<file path="src/rtl/post_reporter_regs.vh">
// Constants for the power-on self-test reporter: error codes, test count, switch setting and timing.
`ifndef POST_REPORTER_REGS_VH
`define POST_REPORTER_REGS_VH
`define CODE_STACK_MEM 7'h3D
`define CODE_PROG_CSUM 7'h3E
`define CODE_WORK_MEM 7'h40
`define CODE_ANALOG_PIA 7'h41
`define CODE_KEYDISP_PIA 7'h42
`define CODE_ADC 7'h43
`define CODE_BUS_IF 7'h44
`define CODE_TIMER 7'h45
`define CODE_KD_CTRL 7'h46
`define CODE_KEY_DATA 7'h47
`define CODE_KEY_LINE 7'h48
`define CODE_KD_SELFTEST 7'h49
`define CODE_DISP_DEAD 7'h4A
`define CODE_ANALOG_DATA 7'h4B
`define NUM_TESTS 14
`define SW_ALL_ERRORS 7'h48
`define CLK_HZ 40000000
`define BLINK_HZ 4
`define BLINK_HALF_CYCLES (`CLK_HZ / (2 * `BLINK_HZ))
`define SHOW_MS 1000
`define SHOW_CYCLES (`CLK_HZ / 1000 * `SHOW_MS)
`endif

</file>
<file path="src/rtl/power_on_self_test_reporter.v">
// Power-on self-test sequencer and reporter for display and service LEDs.
`timescale 1ns/1ps
`default_nettype none
`include "post_reporter_regs.vh"
module power_on_self_test_reporter #(
    parameter integer BLINK_HALF = `BLINK_HALF_CYCLES,
    parameter integer SHOW_TIME = `SHOW_CYCLES
) (
    // Clock, reset and clock enable.
    input wire I_CORE_CLK,
    input wire I_RST,
    input wire I_CLK_EN,
    // Power switch, high at on, low at standby_position.
    input wire I_POWER_ON,
    // Service config switch bank, bit 0 is switch one.
    input wire [6:0] I_SERVICE_CONFIG_SWITCH_BANK,
    // Test results in fixed order 61, 62, 64..75 (bit 0 = code 61); high means failed.
    // Code 63 has no test, so there are fourteen result lines.
    input wire [13:0] I_TEST_FAIL,
    // Test engine handshake: start pulse, done level.
    output reg O_TEST_START,
    input wire I_TEST_DONE,
    // Display outputs.
    output reg O_DISP_PASS,
    output reg O_DISP_CODE_VALID,
    output reg [6:0] O_DISP_CODE,
    output reg O_REPORT_ALL,
    output reg O_NORMAL_RUN,
    // Service LEDs, bit 7 is LED one, bit 6 LED two (code MSB).
    output reg [7:0] O_SERVICE_LED
);
    localparam [2:0] ST_OFF = 3'h0;
    localparam [2:0] ST_START = 3'h1;
    localparam [2:0] ST_WAIT = 3'h2;
    localparam [2:0] ST_SCAN = 3'h3;
    localparam [2:0] ST_SHOW = 3'h4;
    localparam [2:0] ST_PASS = 3'h5;
    localparam [2:0] ST_RUN = 3'h6;

    // Two-stage synchronisers for pin inputs.
    reg [22:0] sync1_reg;
    reg [22:0] sync2_reg;
    wire pwr = sync2_reg[0];
    wire done = sync2_reg[1];
    wire [6:0] sw = sync2_reg[8:2];
    wire [13:0] fails = sync2_reg[22:9];

    reg [2:0] state_reg;
    reg pwr_d_reg;
    reg [13:0] fail_reg;
    reg [3:0] idx_reg;
    reg all_reg;
    reg [31:0] show_cnt_reg;
    reg [31:0] blink_cnt_reg;
    reg blink_reg;

    // Map test index to its code; code 63 has no test, so later indices are offset by one.
    function [6:0] code_of;
        input [3:0] idx;
        begin
            if (idx < 4'h2)
            begin
                code_of = `CODE_STACK_MEM + {3'h0, idx};
            end
            else
            begin
                code_of = `CODE_WORK_MEM + {3'h0, idx} - 7'h02;
            end
        end
    endfunction

    // Synchronise the power, done, switch and fail inputs before use.
    always @(posedge I_CORE_CLK or posedge I_RST)
    begin
        if (I_RST)
        begin
            sync1_reg <= 23'h00_0000;
            sync2_reg <= 23'h00_0000;
        end
        else if (I_CLK_EN)
        begin
            sync1_reg <= {I_TEST_FAIL, I_SERVICE_CONFIG_SWITCH_BANK, I_TEST_DONE, I_POWER_ON};
            sync2_reg <= sync1_reg;
        end
    end

    // Blink divider runs free; only shown while a code is reported.
    always @(posedge I_CORE_CLK or posedge I_RST)
    begin
        if (I_RST)
        begin
            blink_cnt_reg <= 32'h0000_0000;
            blink_reg <= 1'b0;
        end
        else if (I_CLK_EN)
        begin
            if (blink_cnt_reg >= BLINK_HALF - 1)
            begin
                blink_cnt_reg <= 32'h0000_0000;
                blink_reg <= ~blink_reg;
            end
            else
            begin
                blink_cnt_reg <= blink_cnt_reg + 32'h0000_0001;
            end
        end
    end

    // Main sequencer. A dropped power switch always returns to off.
    always @(posedge I_CORE_CLK or posedge I_RST)
    begin
        if (I_RST)
        begin
            state_reg <= ST_OFF;
            pwr_d_reg <= 1'b0;
            fail_reg <= 14'h0000;
            idx_reg <= 4'h0;
            all_reg <= 1'b0;
            show_cnt_reg <= 32'h0000_0000;
            O_TEST_START <= 1'b0;
            O_DISP_PASS <= 1'b0;
            O_DISP_CODE_VALID <= 1'b0;
            O_DISP_CODE <= 7'h00;
            O_REPORT_ALL <= 1'b0;
            O_NORMAL_RUN <= 1'b0;
            O_SERVICE_LED <= 8'h00;
        end
        else if (I_CLK_EN)
        begin
            pwr_d_reg <= pwr;
            O_TEST_START <= 1'b0;
            // LED one follows the blink only while a code stands.
            O_SERVICE_LED[7] <= (state_reg == ST_SHOW) ? blink_reg : 1'b0;
            if (!pwr)
            begin
                // Standby clears the report so the next power-on starts fresh.
                state_reg <= ST_OFF;
                O_DISP_PASS <= 1'b0;
                O_DISP_CODE_VALID <= 1'b0;
                O_NORMAL_RUN <= 1'b0;
                O_SERVICE_LED <= 8'h00;
            end
            else
            begin
                case (state_reg)
                    ST_OFF:
                    begin
                        if (!pwr_d_reg)
                        begin
                            // Switches are caught at the power-on edge only.
                            all_reg <= (sw == `SW_ALL_ERRORS);
                            O_REPORT_ALL <= (sw == `SW_ALL_ERRORS);
                            state_reg <= ST_START;
                        end
                    end
                    ST_START:
                    begin
                        O_TEST_START <= 1'b1;
                        state_reg <= ST_WAIT;
                    end
                    ST_WAIT:
                    begin
                        // Take the results once done is high and the start pulse has ended.
                        if (done && !O_TEST_START)
                        begin
                            fail_reg <= fails;
                            idx_reg <= 4'h0;
                            state_reg <= ST_SCAN;
                        end
                    end
                    ST_SCAN:
                    begin
                        if (fail_reg == 14'h0000)
                        begin
                            O_DISP_PASS <= 1'b1;
                            state_reg <= ST_PASS;
                        end
                        else if (fail_reg[idx_reg])
                        begin
                            O_DISP_CODE <= code_of(idx_reg);
                            O_DISP_CODE_VALID <= 1'b1;
                            O_SERVICE_LED[6:0] <= code_of(idx_reg);
                            show_cnt_reg <= 32'h0000_0000;
                            state_reg <= ST_SHOW;
                        end
                        else
                        begin
                            idx_reg <= (idx_reg == `NUM_TESTS - 1) ? 4'h0 : idx_reg + 4'h1;
                        end
                    end
                    ST_SHOW:
                    begin
                        if (show_cnt_reg >= SHOW_TIME - 1)
                        begin
                            // Without report-all only the first failure is repeated.
                            if (all_reg)
                            begin
                                fail_reg <= fail_reg;
                                idx_reg <= (idx_reg == `NUM_TESTS - 1) ? 4'h0 : idx_reg + 4'h1;
                                O_DISP_CODE_VALID <= 1'b0;
                                state_reg <= ST_SCAN;
                            end
                            show_cnt_reg <= 32'h0000_0000;
                        end
                        else
                        begin
                            show_cnt_reg <= show_cnt_reg + 32'h0000_0001;
                        end
                    end
                    ST_PASS:
                    begin
                        O_NORMAL_RUN <= 1'b1;
                        state_reg <= ST_RUN;
                    end
                    ST_RUN:
                    begin
                        state_reg <= ST_RUN;
                    end
                    default:
                    begin
                        state_reg <= ST_OFF;
                    end
                endcase
            end
        end
    end
endmodule
`default_nettype wire

</file>
<file path="config.mk">
export PLATFORM = sky130hd
export DESIGN_NAME = power_on_self_test_reporter
export DESIGN_NICKNAME = d
export VERILOG_FILES = /design/src/rtl/power_on_self_test_reporter.v
export VERILOG_INCLUDE_DIRS = /design/src /design/src/rtl
export SDC_FILE = /design/constraint.sdc
export NUM_CORES = 1
export LEC_CHECK = 0
export ABC_AREA = 1
export BUFFER_PORTS_ARGS = -buffer_cell sky130_fd_sc_hd__clkbuf_2
export CORE_ASPECT_RATIO = 1.2
export CORE_UTILIZATION = 35
export CTS_BUF_LIST = sky130_fd_sc_hd__clkbuf_4
export CTS_CLUSTER_SIZE = 25
export DETAILED_ROUTE_END_ITERATION = 16
export PLACE_DENSITY_LB_ADDON = 0.1
export SYNTH_ARGS = -nofsm -noshare
export SYNTH_HDL_FRONTEND = slang
export SYNTH_SLANG_ARGS = --single-unit
</file>
<file path="constraint.sdc">
create_clock -name I_CORE_CLK -period 4.7 [get_ports I_CORE_CLK]
set_clock_uncertainty 0.05 [all_clocks]
set_input_delay 0.235 -clock I_CORE_CLK [delete_from_list [all_inputs] [get_ports I_CORE_CLK]]
set_output_delay 0.235 -clock I_CORE_CLK [all_outputs]
set_load 0.03 [all_outputs]
</file>
Word-level counts from Yosys, hierarchy flattened
Index checks and enable logic that the tools add are counted.

Memory bits (read-only): 0. Output and inout bits: 20. Bits in latches: 0. Memory bits (writable): 0. Memories: 0. Register bits: 153.

Eq/ne operators: 27. Shift operators: 0. Bitwise gates (word level): 3. Muxes and demuxes: 42. Multiply operators: 0. Divide/modulo/power cells: 0. Magnitude comparators: 4. Reductions and logical operators: 18. $add $sub $neg: 6.

Operator list (number): 32-bit two-way mux (4); 32-bit by 1-bit adder with 32-bit output (second input constant) (2); 32-bit case mux with 2 select lines (1); 7-bit two-way mux (5); 32-bit by 23-bit >= comparator with 1-bit output (second input constant) (1); 32-bit by 26-bit >= comparator with 1-bit output (second input constant) (1); 4-bit two-way mux (6); 3-bit two-way mux (7); 3-bit case mux with 6 select lines (1); 1-bit two-way mux (15); 3-bit inequality test (second input constant) (5); 14-bit zero test (1); 2-bit inequality test (second input constant) (6); 4-bit case mux with 3 select lines (1); 4-bit AND reduction (3); 6-bit AND reduction (2); 2-bit by 1-bit inequality test with 1-bit output (second input constant) (5); 5-bit AND reduction (2); 3-bit equality test (second input constant) (3); 8-bit AND reduction (1); 6-bit by 4-bit adder with 7-bit output (first input constant) (1); 7-bit by 4-bit adder with 7-bit output (first input constant) (1); 7-bit equality test (second input constant) (1); 7-bit by 2-bit subtractor with 7-bit output (second input constant) (1); 20 further kinds (24).

Longest topological paths before layout
Depth in word-level cells: 7. Mapped depth: 14.

Worst setup path after synthesis
No wires, ideal clock.

Path type: reg-to-reg. From: reg show_cnt_reg[0]. To: reg show_cnt_reg[0]. Slack: 2945 ps. Clock period less this slack: 1755 ps. Stages on the path, launching flop included: 14. Required time: 4532 ps. Arrival: 1587 ps. Cell sequence: dfrtp_1 -> ha_1 -> nand2_1 -> inv_1 -> nand2_1 -> nor2_4 -> nand2_1 -> nand2_1 -> nand2_1 -> nand2_1 -> buf_4 -> nor2_8 -> a21oi_4 -> nor2_2.

Cells in the longest elaborated chain, start to end: 3. Elaborated cells between the ends (all ways): 4.

Ends and longest elaborated chain: from (decl) (line power_on_self_test_reporter.v:53) `reg [31:0] show_cnt_reg;`; from (signal assigned) (line power_on_self_test_reporter.v:207) `show_cnt_reg <= show_cnt_reg + 32'h0000_0001;`; 32-bit by 1-bit adder with 32-bit output or 32-bit by 26-bit >= comparator with 1-bit output (tied branches) (line power_on_self_test_reporter.v:207, power_on_self_test_reporter.v:193); 32-bit two-way mux (*) (line power_on_self_test_reporter.v:193) `if (show_cnt_reg >= SHOW_TIME - 1)`; 32-bit case mux with 2 select lines (*) (line power_on_self_test_reporter.v:145) `case (state_reg)`.

Every way passes the cells marked *; elsewhere a longest branch is shown, timed or not. A chain may end at the register's enable or synchronous reset.

Final worst setup path
From: reg show_cnt_reg[0]. To: reg show_cnt_reg[2].

The elaborated chain is that of the path after synthesis.

==> flow_metrics.tcl <==
set metrics [dict create \
    final.setup.worst_slack_ns 2.10 \
    grt_overflow 0 \
    pin_count_of_the_biggest_net_entering_global_routing 87 \
    power_switching_w 0.000962 \
    finalCoreUtilization 0.397 \
    finalHoldViolCount 0 \
    die_height_um 168 \
    cell_internal_pwr_w 0.00191 \
    grt_overall_usage 0.166 \
    whs_path_depth 3 \
    crit_buf_inv 2 \
    end_kind "flip-flop" \
    max-vdd-ir-drop_mv 0.158 \
    number_of_global_route_vias_before_repair 6165 \
    post_synth_inst_count 1040 \
    timing.final.crit_share 0.553 \
    drt_first_pass_iters 5 \
    placement.setup.worst_slack_ns 2.03 \
    worstHoldPathType "in2reg" \
    detail_route.vias_per_cell 4.54 \
    clk_transition_reported_paths_ns 0.15 \
    powerDensity_nw_per_um2 322 \
    rr_worst_depth 12 \
    post_synth.cell_area_avg_sq_um 7.69 \
    number_of_antenna_violations_at_the_first_check_in_global_routing 1 \
    synth_seq_cells 153 \
    floorplan.io_pins 46 \
    layout_commonest_cell "sky130_fd_sc_hd__nand2_1" \
    slowest_delay_ns 0.63 \
    gp_routability_congestion 0.854 \
    reg2reg_to "show_cnt_reg[2]" \
    path_class "reg2reg" \
    initial_core_utilization 0.356 \
    reg2reg_setup_slack_ns 2.10 \
    time_the_worst_path_needs_with_i_o_delays_and_setup_ns 2.60 \
    synthArstFlopShare 1.00 \
    detailedPlacementHpwl_um 12800 \
    cts_buffers 17 \
    timing.critical_path.slowest_stage_cell "sky130_fd_sc_hd__nand2_1" \
    detailroute.via_count 6327 \
    horizontal_die_dimension_um 140 \
    cts_max_level 4 \
    worst_setup_path_start_kind "flip-flop" \
    run_status "finished, final reports clean" \
    leakage_power_figure_nw 4.26 \
    cp.required_ns 5.07 \
    area_delta_synth_final_pct 11.6 \
    p_comb_frac 0.168 \
    postCtsResizedCells 0 \
    number_of_enable_flip_flop_cells_after_synthesis 0 \
    tritoncts_clock_tree "yes" \
    rsz_0062_raised_after_global_routing "false" \
    core.rowCount 60 \
    ant_nets 0 \
    worst_slew_pin_slew_ns 0.868 \
    worst_slew_margin_rel 0.420 \
    design.final.nets 1134 \
    total_detailed_routing_wirelength_um 18000 \
    post_cts.repair.setup_buffers 0 \
    fillers 2439 \
    power.switching_fraction 0.335 \
    ys_seq_area_frac 0.479 \
    critical_path.cell_chain "ha_1 > nand2_1 > inv_1 > nand2_1 > nor2_4 > nand2_1 > nand2_1 > nand2_1 > nand2_1 > inv_1 > nand3_1 > o21ai_2" \
    clock_latency_of_the_later_clocked_register_in_the_worst_skew_pair_ns 0.54 \
    fin_setup_tns_ns 0 \
    cp.arrival_ns 2.97 \
    clock_power_share 0.290 \
    drc_errors 0 \
    root_buffer "sky130_fd_sc_hd__clkbuf_4" \
    crit_path_frequent_cell "sky130_fd_sc_hd__nand2_1" \
    buffer_ports.inserted 45 \
    drt-initial-drc-count 285 \
    clock_tree_sinks 153 \
    setup_viol 0 \
    longest_clk_path_bufs 2 \
    drive_gt1_frac 0.125 \
    synth-main-ff-cell "sky130_fd_sc_hd__dfrtp_1" \
    share_seq_of_total_power 0.542 \
    max_cap_viol_count 0 \
    layout_common_cells "323 x sky130_fd_sc_hd__nand2_1, 153 x sky130_fd_sc_hd__dfrtp_1, 141 x sky130_fd_sc_hd__nor2_1" \
    net_count_synth 1074 \
    fp.dieArea_sq_um 23400 \
    synth.distinct_cells 42 \
    timing.fmax_mhz 385 \
    placeableCoreArea_sq_um 22400 \
    crit-reg2reg-launch "show_cnt_reg[0]" \
    crit_family "simple AND/OR/NAND/NOR gates" \
    synthesis.area_sq_um 7990 \
    wl_per_cell_um 12.9 \
    worstHoldEndpoint "sync1_reg[5]" \
    timing.final.max_slew_violations 0 \
    yosysWarnings 0 \
    first_pass_grt_wire_length_um 30800 \
    timing.hold.worst.start "I_CLK_EN" \
    critical_path_peak_fanout 21 \
]
==> cells in the mapped netlist (all sizes together) (2+ instances only) <==
cell	count	area share
a21oi	7	0.0063
nor2	147	0.076
a31oi	2	0.0016
ha	8	0.013
or2	3	0.0023
xor2	23	0.025
nor4	4	0.0039
o21ai	101	0.073
buf	15	0.017
dfrtp	153	0.48
xnor2	13	0.014
nand2	340	0.17
nand3	55	0.035
inv	123	0.058
nor3	13	0.0081
clkbuf	16	0.0077
nand4	12	0.010
==> power groups by stage <==
| stage | combinational, W | clock (W) | sequential (W) |
|---|---|---|---|
| floorplan | 0.000357 | 0 | 0.00157 |
| global placement | 0.000471 | 0 | 0.00158 |
| detailed placement | 0.000477 | 0 | 0.00159 |
| CTS | 0.000493 | 0.000880 | 0.00156 |
| global route | 0.000563 | 0.000930 | 0.00158 |
| finish | 0.000483 | 0.000833 | 0.00156 |
==> stage by stage <==
stage                     cells  instance area, sq um  total power (W)  hold WS (ns)
after CTS                  1392                  8920          0.00293         0.234
after floorplan            1040                  7990          0.00193         0.302
final                      1394                  8920          0.00287         0.282
after global placement     1336                  8390          0.00206         0.385
after detailed placement   1336                  8390          0.00206         0.389
after global routing       1394                  8920          0.00307         0.280
==> layer usage <==
metal / GRT usage / routed length (um)
met5: 0 / 0
met3: 0.0346 / 467
met2: 0.279 / 8610
met4: 0.0506 / 228
met1: 0.214 / 8650
==> how the worst max path moves through the flow <==
stage	slack [ns]	endpoint	cells past startpoint	from
finish	2.10	show_cnt_reg[2]	12	show_cnt_reg[0]
global route	1.71	show_cnt_reg[2]	12	show_cnt_reg[0]
CTS	2.04	show_cnt_reg[2]	12	show_cnt_reg[0]
detailed placement	2.03	O_DISP_CODE[4]	5	I_CLK_EN
global placement	2.08	show_cnt_reg[2]	12	show_cnt_reg[0]
floorplan	0.29	O_DISP_CODE[0]	1	I_RST
==> area by class of cell <==
cell class,instances,area (sq um),area share
Tap cell,279,349,0.0391
Timing Repair Buffer,72,488,0.0547
Antenna cell,2,5.00,0.000561
Clock inverter,15,154,0.0173
Clock buffer,17,128,0.0143
Multi-Input combinational cell,733,3500,0.393
Sequential cell,153,3830,0.429
Inverter,123,467,0.0523
==> kinds of logic after synthesis <==
group | share of synthesized area
flops | 0.479
fa+ha+maj | 0.0125
buf+inv | 0.0828
xor+xnor | 0.0394
compound gates | 0.0836
simple gates | 0.303
==> worst register-to-register path: cells and delay by family, from the launching register on <==
kind,cells,cell delay [ns]
adder cells (fa/ha/maj),1,0.24
AND/OR/NAND/NOR,8,1.35
buffers and inverters,2,0.32
flip-flops,1,0.47
AO/OA/AOI/OAI,1,0.05
==> timing repair <==
action	in CTS	in global routing
hold buffers	24	0
endpoints found under the hold margin	107	0
endpoints found under the setup margin	0	0
Note: power is estimated with default switching activity, not from simulation.
